File: src/include/rx_store_pkg.sv
package rx_store_pkg;
  // ----------------------------------------------------------------
  // geometry
  // ----------------------------------------------------------------
  localparam int NUM_BUF    = 8;
  localparam int BUF_IDX_W  = 3;
  localparam int ID_W       = 29;
  localparam int TYPE_W     = 3;
  localparam int HIST_DEPTH = 8;
  localparam int HIST_PTR_W = 3;
  localparam int HIST_CNT_W = 4;
  localparam int DATA_W     = 32;
  localparam int ADDR_W     = 4;

  // ----------------------------------------------------------------
  // buffer types
  // ----------------------------------------------------------------
  localparam logic [TYPE_W-1:0] TYPE_TX = 3'h0;

  // ----------------------------------------------------------------
  // register offsets (word index on address_i)
  // ----------------------------------------------------------------
  localparam logic [ADDR_W-1:0] REG_STATUS   = 4'h0;
  localparam logic [ADDR_W-1:0] REG_HIST     = 4'h1;
  localparam logic [ADDR_W-1:0] REG_IRQ_STAT = 4'h2;
  localparam logic [ADDR_W-1:0] REG_IRQ_MASK = 4'h3;
  localparam logic [ADDR_W-1:0] REG_NEWDATA  = 4'h4;
  localparam logic [ADDR_W-1:0] REG_CLEAR    = 4'h5;

  // status bit positions
  localparam int ST_OVF   = 0;
  localparam int ST_EMPTY = 1;

  // clear register: lowest new-data clear bit
  localparam int CLR_ND_LSB = 8;

  // irq bit positions
  localparam int IRQ_STORED  = 0;
  localparam int IRQ_DROP    = 1;
  localparam int IRQ_OVF     = 2;
  localparam int IRQ_W       = 3;

  // reset values
  localparam logic [IRQ_W-1:0] IRQ_MASK_RST = 3'h0;

  // store engine states
  typedef enum logic [1:0]
  {
    ST_IDLE  = 2'b01,
    ST_STORE = 2'b10
  } store_state_t;
endpackage

File: src/hdl/can_rx_store.sv
// The address map and the Avalon-MM register port are this design's own decisions.
`timescale 1ns/1ps
module can_rx_store
  import rx_store_pkg::*;
(
  // clock and reset
  input  wire logic                        clock_i,
  input  wire logic                        rst_b_i,
  // buffer configuration from the message buffer array
  input  wire logic [NUM_BUF*ID_W-1:0]     buf_id_i,
  input  wire logic [NUM_BUF*ID_W-1:0]     buf_mask_i,
  input  wire logic [NUM_BUF*TYPE_W-1:0]   buf_type_i,
  input  wire logic [NUM_BUF-1:0]          buf_ready_i,
  input  wire logic [NUM_BUF-1:0]          overwrite_select_i,
  // accepted frame from the protocol engine
  input  wire logic                        frame_valid_i,
  input  wire logic [ID_W-1:0]             frame_id_i,
  input  wire logic [TYPE_W-1:0]           frame_type_i,
  input  wire logic                        frame_remote_i,
  output logic                             frame_ready_o,
  // store result toward the buffer array
  output logic                             store_valid_o,
  output logic [BUF_IDX_W-1:0]             store_index_o,
  // avalon-mm slave
  input  wire logic [ADDR_W-1:0]           address_i,
  input  wire logic                        read_i,
  input  wire logic                        write_i,
  input  wire logic [DATA_W-1:0]           writedata_i,
  output logic [DATA_W-1:0]                readdata_o,
  output logic                             waitrequest_o,
  // interrupt
  output logic                             irq_o
);

  // ----------------------------------------------------------------
  // state
  // ----------------------------------------------------------------
  store_state_t                 state;
  logic [NUM_BUF-1:0]           new_data_flag;
  logic [BUF_IDX_W-1:0]         hist_mem [HIST_DEPTH];
  logic [HIST_PTR_W-1:0]        hist_wr;
  logic [HIST_PTR_W-1:0]        hist_rd;
  logic [HIST_CNT_W-1:0]        hist_cnt;
  logic                         rx_history_overflow_flag;
  logic                         rx_history_empty_flag;
  logic [IRQ_W-1:0]             irq_stat;
  logic [IRQ_W-1:0]             irq_mask;
  // high for the answer cycle after a request is taken
  logic                         bus_done;
  logic [ID_W-1:0]              lat_id;
  logic [TYPE_W-1:0]            lat_type;
  logic                         lat_remote;

  // ----------------------------------------------------------------
  // match logic
  // ----------------------------------------------------------------
  // per-buffer bits come from generate assigns, hence nets
  // all compares run in parallel: area traded for a one-cycle decision
  wire  [NUM_BUF-1:0] id_hit;
  wire  [NUM_BUF-1:0] group_hit;
  wire  [NUM_BUF-1:0] cand;
  wire  [NUM_BUF-1:0] blocked;

  // masked compare per buffer; type must equal frame type
  genvar g;
  generate
    for (g = 0; g < NUM_BUF; g++)
    begin : g_match
      wire [ID_W-1:0] m = buf_mask_i[g*ID_W +: ID_W];
      assign id_hit[g] = ((lat_id & m) == (buf_id_i[g*ID_W +: ID_W] & m));
      // same type plus same masked id forms the group, gated by buf_ready_i
      assign group_hit[g] = buf_ready_i[g] & id_hit[g]
                            & (buf_type_i[g*TYPE_W +: TYPE_W] == lat_type);
      // a full buffer with a hit above it blocks lower buffers: no wrap
      if (g == NUM_BUF-1)
      begin : g_top
        assign blocked[g] = 1'b0;
      end
      else
      begin : g_low
        assign blocked[g] = |(group_hit[NUM_BUF-1:g+1] & new_data_flag[NUM_BUF-1:g+1]);
      end
      // remote: any matching tx buffer, overwrite select ignored
      // data: vacant, or overwrite allowed, and not behind a used buffer
      assign cand[g] = lat_remote
                       ? (group_hit[g] & (lat_type == TYPE_TX))
                       : (group_hit[g] & ~blocked[g]
                          & (~new_data_flag[g] | overwrite_select_i[g]));
    end
  endgenerate

  // lowest-numbered candidate wins
  logic                 found;
  logic [BUF_IDX_W-1:0] pick;
  always_comb
  begin
    found = 1'b0;
    pick  = '0;
    for (int i = NUM_BUF-1; i >= 0; i--)
    begin
      if (cand[i])
      begin
        found = 1'b1;
        pick  = BUF_IDX_W'(i);
      end
    end
  end

  // ----------------------------------------------------------------
  // bus decode
  // ----------------------------------------------------------------
  // writes and pops commit on the first edge of a request; the master
  // holds it through the wait state anyway, so nothing is seen twice
  wire bus_req   = (read_i | write_i) & ~bus_done;
  wire rd_hist   = read_i & bus_req & (address_i == REG_HIST);
  wire rd_irq    = read_i & bus_req & (address_i == REG_IRQ_STAT);
  wire wr_mask   = write_i & bus_req & (address_i == REG_IRQ_MASK);
  wire wr_clear  = write_i & bus_req & (address_i == REG_CLEAR);
  // reads of the list allowed in overflow too, until empty
  wire pop       = rd_hist & ~rx_history_empty_flag;
  wire clr_ovf   = wr_clear & writedata_i[ST_OVF];
  wire do_store  = (state == ST_STORE) & found;
  wire do_drop   = (state == ST_STORE) & ~found;
  wire hist_full = (hist_cnt == HIST_CNT_W'(HIST_DEPTH));
  wire push      = do_store & ~hist_full;
  // list storage has no reset; the head reads zero while the list shows empty
  wire [BUF_IDX_W-1:0] hist_head = rx_history_empty_flag ? '0 : hist_mem[hist_rd];

  // one wait state: request seen, answered next edge
  assign waitrequest_o = (read_i | write_i) & ~bus_done;
  assign frame_ready_o = (state == ST_IDLE);
  assign irq_o         = |(irq_stat & irq_mask);

  // ----------------------------------------------------------------
  // frame store engine
  // ----------------------------------------------------------------
  // two-step: latch frame, then decide with stable inputs
  // limitation: one frame every two cycles, back-pressure via frame_ready_o
  always_ff @(posedge clock_i)
  begin
    if (!rst_b_i)
    begin
      state      <= ST_IDLE;
      lat_id     <= '0;
      lat_type   <= '0;
      lat_remote <= 1'b0;
    end
    else
    begin
      case (state)
        ST_IDLE:
        begin
          if (frame_valid_i)
          begin
            lat_id     <= frame_id_i;
            lat_type   <= frame_type_i;
            lat_remote <= frame_remote_i;
            state      <= ST_STORE;
          end
        end
        ST_STORE: state <= ST_IDLE;
        default:  state <= ST_IDLE;
      endcase
    end
  end

  // store pulse and new-data flags
  always_ff @(posedge clock_i)
  begin
    if (!rst_b_i)
    begin
      store_valid_o <= 1'b0;
      store_index_o <= '0;
      new_data_flag <= '0;
    end
    else
    begin
      store_valid_o <= do_store;
      if (do_store)
        store_index_o <= pick;
      // set wins over a same-cycle software clear
      new_data_flag <= (new_data_flag
                        & ~((wr_clear ? writedata_i[CLR_ND_LSB +: NUM_BUF] : '0)))
                       | (do_store ? (NUM_BUF'(1) << pick) : '0);
    end
  end

  // ----------------------------------------------------------------
  // receive history list
  // ----------------------------------------------------------------
  // storage only; unknowns never reach the bus since the head is masked
  always_ff @(posedge clock_i)
  begin
    if (push)
      hist_mem[hist_wr] <= pick;
  end

  always_ff @(posedge clock_i)
  begin
    if (!rst_b_i)
    begin
      hist_wr  <= '0;
      hist_rd  <= '0;
      hist_cnt <= '0;
    end
    else
    begin
      if (push)
        hist_wr <= hist_wr + 1'b1;
      if (pop)
        hist_rd <= hist_rd + 1'b1;
      hist_cnt <= hist_cnt + HIST_CNT_W'(push) - HIST_CNT_W'(pop);
    end
  end

  // overflow sticks until written clear; store while full sets it
  // a store into a full list loses only the new index, never an older one
  always_ff @(posedge clock_i)
  begin
    if (!rst_b_i)
      rx_history_overflow_flag <= 1'b0;
    else if (do_store & hist_full)
      rx_history_overflow_flag <= 1'b1;
    else if (clr_ovf)
      rx_history_overflow_flag <= 1'b0;
  end

  // empty flag: set on last pop; a store clears it only outside overflow
  wire last_pop = pop & (hist_cnt == HIST_CNT_W'(1)) & ~push;
  always_ff @(posedge clock_i)
  begin
    if (!rst_b_i)
      rx_history_empty_flag <= 1'b1;
    else if (last_pop)
      rx_history_empty_flag <= 1'b1;
    else if (push & ~rx_history_overflow_flag)
      rx_history_empty_flag <= 1'b0;
    // leaving overflow: show entries stored meanwhile, this cycle's too
    else if (clr_ovf & ((hist_cnt != '0) | push))
      rx_history_empty_flag <= 1'b0;
  end

  // ----------------------------------------------------------------
  // interrupts and bus answer
  // ----------------------------------------------------------------
  // sticky events; event wins over read clear
  // mask gates only the output, so software can still poll every event
  wire [IRQ_W-1:0] irq_evt = {do_store & hist_full, do_drop, do_store};
  always_ff @(posedge clock_i)
  begin
    if (!rst_b_i)
    begin
      irq_stat <= '0;
      irq_mask <= IRQ_MASK_RST;
      bus_done <= 1'b0;
    end
    else
    begin
      irq_stat <= (rd_irq ? '0 : irq_stat) | irq_evt;
      if (wr_mask)
        irq_mask <= writedata_i[IRQ_W-1:0];
      bus_done <= bus_req;
    end
  end

  // read mux, registered; unmapped reads zero
  logic [DATA_W-1:0] rd_mux;
  always_comb
  begin
    rd_mux = '0;
    case (address_i)
      REG_STATUS:   rd_mux = {30'h0, rx_history_empty_flag, rx_history_overflow_flag};
      REG_HIST:     rd_mux = {28'h0, rx_history_empty_flag, hist_head};
      REG_IRQ_STAT: rd_mux = {29'h0, irq_stat};
      REG_IRQ_MASK: rd_mux = {29'h0, irq_mask};
      REG_NEWDATA:  rd_mux = {24'h0, new_data_flag};
      default:      rd_mux = '0;
    endcase
  end

  // captured at the taking edge, stands through the answer cycle
  always_ff @(posedge clock_i)
  begin
    if (!rst_b_i)
      readdata_o <= '0;
    else if (read_i & bus_req)
      readdata_o <= rd_mux;
  end

endmodule // can_rx_store

File: config.mk
export PLATFORM = sky130hd
export DESIGN_NAME = can_rx_store
export DESIGN_NICKNAME = d
export VERILOG_FILES = /design/src/include/rx_store_pkg.sv /design/src/hdl/can_rx_store.sv
export SDC_FILE = /design/constraint.sdc
export NUM_CORES = 1
export LEC_CHECK = 0
export BUFFER_PORTS_ARGS = -buffer_cell sky130_fd_sc_hd__buf_2
export CAP_MARGIN = 30
export CORE_AREA = 5 5 234 236
export CTS_BUF_LIST = sky130_fd_sc_hd__clkbuf_2
export CTS_CLUSTER_DIAMETER = 30
export DETAILED_ROUTE_END_ITERATION = 12
export DIE_AREA = 0 0 239 241
export PLACE_DENSITY = 0.5
export RECOVER_POWER = 100
export SLEW_MARGIN = 20
export SYNTH_ARGS = -nofsm -noshare
export SYNTH_HDL_FRONTEND = slang
export SYNTH_SLANG_ARGS = --single-unit
File: constraint.sdc
create_clock -name clock_i -period 3.5 [get_ports clock_i]
set_clock_uncertainty 0.2 [all_clocks]
set_input_delay 0.35 -clock clock_i [delete_from_list [all_inputs] [get_ports clock_i]]
set_output_delay 0.35 -clock clock_i [all_outputs]
set_load 0.005 [all_outputs]
==> After elaboration in Yosys (flattened, before gate mapping) <==
Memory sizes are Yosys's and may differ from the RTL's. A register that Yosys moved wholly into a read port is not among the register bits.
Cells that the tools add are included.
{ "totals": {"reg_bits": 98, "latch_bits": 0, "ram_bits": 24, "rom_bits": 0, "output_inout_bits": 39, "elab_cells": 215, "memories": 1} }
{ "mem_list": {"columns": ["memory", "words", "width", "read_ports", "rd_ports_with_merged_regs", "write_ports", "line_no", "text"], "rows": [
  ["hist_mem", 8, 3, 1, 1, 1, "can_rx_store.sv:40", "logic [BUF_IDX_W-1:0] hist_mem [HIST_DEPTH];"]
]} }
{ "classes": {"addsub": 4, "mul": 0, "n_div": 0, "order_cmp": 0, "eq_ne": 25, "shifts": 1, "n_mux": 37, "bitwise_logic": 116, "n_reduce_logical": 15} }
{ "ops": {"columns": ["operator", "n"], "rows": [
  ["$and 29x29->29", 16],
  ["$eq 29x29->1", 8],
  ["$and 1x1->1", 57],
  ["$pmux 8 s5", 1],
  ["$mux 3", 12],
  ["$eq 3x3->1", 8],
  ["$mux 1", 22],
  ["$not 1->1", 22],
  ["$mux 8", 2],
  ["$or 1x1->1", 10],
  ["$and 8x8->8", 1],
  ["$eq 4x1->1 const B", 2],
  ["$eq 4x2->1 const B", 2],
  ["$eq 4x3->1 const B", 2],
  ["$not 8->8", 1],
  ["$or 8x8->8", 1],
  ["$shl 1x3->8 const A", 1],
  ["$and 7x7->7", 1],
  ["$reduce_or 7->1", 1],
  ["$add 3x1->3 const B", 2],
  ["$and 3x3->3", 2],
  ["$and 6x6->6", 1],
  ["$reduce_or 3->1", 2],
  ["$reduce_or 6->1", 1],
  ["17 further kinds", 20]
]} }

==> Depth between registers and ports, before layout <==
{ "logic_depth": {"depth_word": 22, "depth_mapped": 17, "ltp_nobuf": 16} }

==> Worst setup path after synthesis <==
OpenSTA, ideal clock, no wires.
{ "synth_timing": {"kind": "reg2reg", "from": "register lat_id[25]", "to": "register hist_cnt[1]", "setup_ns": 0.115, "t_arrival_ns": 3.528, "required_ns": 3.185, "path_slack_ns": -0.343, "stages_incl_launch_ff": 16, "cell_sequence": "dfxtp_1 buf_6 xor2_1 a222oi_1 nand3_1 nor4_2 a22oi_1 a21oi_2 o221ai_1 nor4_4 or2_1 ha_1 inv_1 ha_1 fa_1 and2_1"} }
{ "synth_via": {"elab_chain_len": 20, "elab_cells_between_ends": 95} }
{ "synth_lines": {"columns": ["item", "line_no", "text"], "rows": [
  ["start: declaration", "can_rx_store.sv:50", "logic [ID_W-1:0] lat_id;"],
  ["start signal: assignment", "can_rx_store.sv:155", "lat_id <= frame_id_i;"],
  ["$and 29x29->29", "can_rx_store.sv:70", "assign id_hit[g] = ((lat_id & m) == (buf_id_i[g*ID_W +: ID_W] & m));"],
  ["$eq 29x29->1", "can_rx_store.sv:70", null],
  ["$and 1x1->1", "can_rx_store.sv:72", "assign group_hit[g] = buf_ready_i[g] & id_hit[g]"],
  ["$and 1x1->1", "can_rx_store.sv:73", "& (buf_type_i[g*TYPE_W +: TYPE_W] == lat_type);"],
  ["$and 2x2->2 or $and 1x1->1 (tied branches)", "can_rx_store.sv:81", "assign blocked[g] = |(group_hit[NUM_BUF-1:g+1] & new_data_flag[NUM_BUF-1:g+1]);"],
  ["$reduce_or 2->1 or $not 1->1 (tied branches)", "can_rx_store.sv:81, can_rx_store.sv:87", null],
  ["$not 1->1 or $and 1x1->1 (tied branches)", "can_rx_store.sv:87", ": (group_hit[g] & ~blocked[g]"],
  ["$and 1x1->1, on equally long branches", "can_rx_store.sv:87, can_rx_store.sv:88", null],
  ["$and 1x1->1 or $mux 1 (tied branches)", "can_rx_store.sv:88, can_rx_store.sv:86", null],
  ["$mux 1, on equally long branches", "can_rx_store.sv:86, can_rx_store.sv:101", null],
  ["$mux 1 (5 in a row)", "can_rx_store.sv:101", "if (cand[i])"],
  ["$mux 1 *", "can_rx_store.sv:101", null],
  ["$and 1x1->1 *", "can_rx_store.sv:122", "wire do_store = (state == ST_STORE) & found;"],
  ["$and 1x1->1 *", "can_rx_store.sv:125", "wire push = do_store & ~hist_full;"],
  ["$add 4x1->4 *", "can_rx_store.sv:212", "hist_cnt <= hist_cnt + HIST_CNT_W'(push) - HIST_CNT_W'(pop);"],
  ["$sub 4x1->4 *", "can_rx_store.sv:212", null],
  ["end signal: assignment", "can_rx_store.sv:212", null],
  ["end: declaration", "can_rx_store.sv:43", "logic [HIST_CNT_W-1:0] hist_cnt;"]
]} }
Every way passes the cells marked *; elsewhere a longest branch is shown, timed or not.
A chain may end at the register's enable or synchronous reset.

==> Worst setup path after layout <==
{ "layout_timing": {"from": "register lat_id[26]", "to": "register hist_cnt[1]"} }
Same word-level chain as after synthesis.

==> impl_metrics.tcl <==
set metrics [dict create \
    rsz0062_at_grt "true" \
    wl_per_cell_um 25.4 \
    fmax_ghz 0.240 \
    min_period_ns 4.16 \
    ios 617 \
    layout.nets 2615 \
    layout_commonest_cell "buf_2" \
    antenna_left 0 \
    synthArstFlopShare_pct 0 \
    gp_congestion 0.970 \
    clk_latency_ns 0.65 \
    place_ws_ns -0.987 \
    setup-tns-final_ns -6.57 \
    power.switching_mw 1.43 \
    syn_area_mm2 0.00981 \
    hold_slack_ns 0.0653 \
    dp_hpwl_mm 59.8 \
    vias 13144 \
    ys.flop_type "dfxtp_1" \
    yosysSeqAreaShare_pct 23.1 \
    grt_overflow 0 \
    totalPowerFinal_mw 3.67 \
    die_x_um 239 \
    cts_made_buffers 9 \
    synth-seq-cells 101 \
    hold_path_depth 5 \
    cts_tree "built" \
    synth_edf_count 24 \
    setup_viol 30 \
    worst_pin_slew_ns 1.15 \
    top_layer "met5" \
    die_height_um 241 \
    area_delta_synth_final_pct 76.0 \
    synthCells 1140 \
    drtPass1Iterations 5 \
    met2_wirelength_mm 33.2 \
    cts-root-buf "clkbuf_2" \
    drtIter0Drc 993 \
    rows 84 \
    p_comb_share_pct 51.1 \
    nFillCells 5548 \
    finalInstanceArea_mm2 0.0173 \
    slew_headroom_pct 23.3 \
    drc 0 \
    wl_met1_mm 29.5 \
    htree_levels 3 \
    vias_per_cell 4.81 \
    maxCapViolations 0 \
    worstPathRequired_ns 3.89 \
    reg2reg_depth 15 \
    grt_max_degree 38 \
    start_util_pct 18.8 \
    final_hold_viol_count 0 \
    dieArea_mm2 0.0576 \
    syn_area_per_cell_um2 8.61 \
    hp-class "input pin to register" \
    status "finished with violations" \
    dpl_cell_area_mm2 0.0156 \
    cts_buffer_depth 2 \
    drive_gt1_share_pct 49.3 \
    grtUsageTotal_pct 22.8 \
    antenna_found_initial 13 \
    grt_pass1_vias 13755 \
    cts.sinks 101 \
    p_leak_nw 8.26 \
    end_kind "register" \
    power_density_mw_per_mm2 212 \
    maxSlewViolCount 0 \
    ys_warn_count 0 \
    internal_power_mw 2.24 \
    worstPathArrival_ns 4.55 \
    path_class "register to register" \
    wl_met3_mm 4.95 \
    synth.distinct_cells 88 \
    switching_share_pct 38.9 \
    crit_fanout 6 \
    path_clk_slew_ns 0.30 \
    fin_crit_sh_pct 119 \
    ir_worst_vdd_v 0.000145 \
    grt_pass1_wl_mm 95.2 \
    port-buffer-count 571 \
    violations "negative setup slack" \
    pwr-share-seq_pct 34.1 \
    core-area_mm2 0.0522 \
    worst_setup_path_start_kind "register" \
    final_cell_mix "buf_2 (555), buf_4 (227), xor2_1 (219)" \
    setup_ws_ns -0.662 \
    pwr-share-clk_pct 14.9 \
    drt-total-wl_mm 69.3 \
]
## power groups by stage
stage	Clock [mW]	Sequential [mW]	Combinational, mW
2_1_floorplan	0	1.25	0.709
3_3_place_gp	0	1.27	1.73
3_5_place_dp	0	1.27	1.72
4_1_cts	0.579	1.25	1.84
5_1_grt	0.625	1.25	1.99
6_report	0.546	1.25	1.87
## per-layer routing
| metal | global-route usage, % | up-vias |
|---|---|---|
| li1 | - | 6013 |
| met2 | 40.1 | 676 |
| met4 | 5.36 | 2 |
| met1 | 29.2 | 6373 |
| met3 | 3.97 | 80 |
| met5 | 0 | - |
## sequential cells by signal, summed over array words and instances, names as in the netlist, named ones only
| name | cells |
|---|---|
| state | 2 |
| bus_done | 1 |
| rx_history_overflow_flag | 1 |
| rx_history_empty_flag | 1 |
| store_index_o | 3 |
| lat_remote | 1 |
| lat_id | 29 |
| store_valid_o | 1 |
| new_data_flag | 8 |
| readdata_o | 8 |
| irq_stat | 3 |
| hist_cnt | 4 |
| hist_wr | 3 |
| hist_rd | 3 |
| hist_mem | 24 |
| lat_type | 3 |
| irq_mask | 3 |
## area by class of cell
class	count	area, µm²	area share, %
Antenna cell	9	22.5	0.130
Sequential cell	101	2290	13.3
Tap cell	688	861	4.98
Timing Repair Buffer	935	6320	36.6
Clock inverter	6	45.0	0.261
Multi-Input combinational cell	964	7620	44.1
Clock buffer	10	50.0	0.290
Inverter	17	66.3	0.384
## stage by stage
step | std cells | utilization, %
finish | 2730 | 33.1
global route | 2724 | 33.0
CTS | 2720 | 32.7
detailed placement | 2611 | 29.9
global placement | 2611 | 29.9
floorplan | 1163 | -
## final timing paths
check / end / startpoint / slack (ns)
worst max-delay path: hist_cnt[1] / lat_id[26] / -0.66
worst min-delay path: lat_id[5] / frame_valid_i / 0.07
worst max register to register: hist_cnt[1] / lat_id[26] / -0.66
worst min register to register: readdata_o[1] / readdata_o[1] / 0.28
## logic make-up after synthesis
group,synth area share (%)
adder cells (fa/ha/maj),1.22
other,0.0382
buffers and inverters,6.92
multiplexers,3.11
AO/OA/AOI/OAI,23.9
XOR/XNOR,23.3
flip-flops,23.1
AND/OR/NAND/NOR,18.5
## cells in the mapped netlist, drive strengths merged, types with 2 or more instances
master / n / area, µm²
xor2: 235 / 2070
a22oi: 186 / 1420
nand2: 128 / 480
dfxtp: 77 / 1540
buf: 60 / 505
nand4: 59 / 382
a21oi: 51 / 263
nor2: 37 / 139
xnor2: 25 / 219
edfxtp: 24 / 721
nor4: 22 / 238
clkbuf: 19 / 91.3
nand3: 19 / 95.1
o21ai: 18 / 90.1
inv: 17 / 63.8
mux2i: 17 / 170
a222oi: 12 / 120
nand2b: 10 / 62.6
nor3: 9 / 45.0
and4: 8 / 70.1
ha: 8 / 100
a31oi: 7 / 50.1
and2: 7 / 46.3
mux4: 6 / 135
nor4b: 6 / 67.6
a21o: 5 / 40.0
a21boi: 4 / 30.0
nor2b: 4 / 25.0
o221ai: 4 / 35.0
o22ai: 4 / 25.0
a221o: 3 / 31.3
and3: 3 / 20.0
or2: 3 / 18.8
a32o: 2 / 20.0
and2b: 2 / 15.0
nand3b: 2 / 15.0
nand4b: 2 / 17.5
nor3b: 2 / 15.0
o21a: 2 / 15.0
or4: 2 / 15.0
## repair_timing
action | CTS | global route
endpoints found under the hold margin | 67 | 0
resized for setup | 107 | 47
setup endpoints to repair | 72 | 67
pin swaps | 41 | 54
hold buffers | 71 | 0
setup buffers | 35 | 11
## worst max-delay path, cell delays in order (launching register included)
cell      delay (ns)
dfxtp_2         0.40
buf_12          0.15
xor2_4          0.19
a222oi_1        0.62
nand3_1         0.27
nor4_4          0.26
buf_4           0.21
nand2_4         0.06
a221oi_4        0.31
nor4_4          0.09
or2_4           0.25
ha_4            0.27
inv_2           0.04
ha_4            0.16
fa_2            0.51
and2_1          0.11
(Power assumes the default switching activity.)
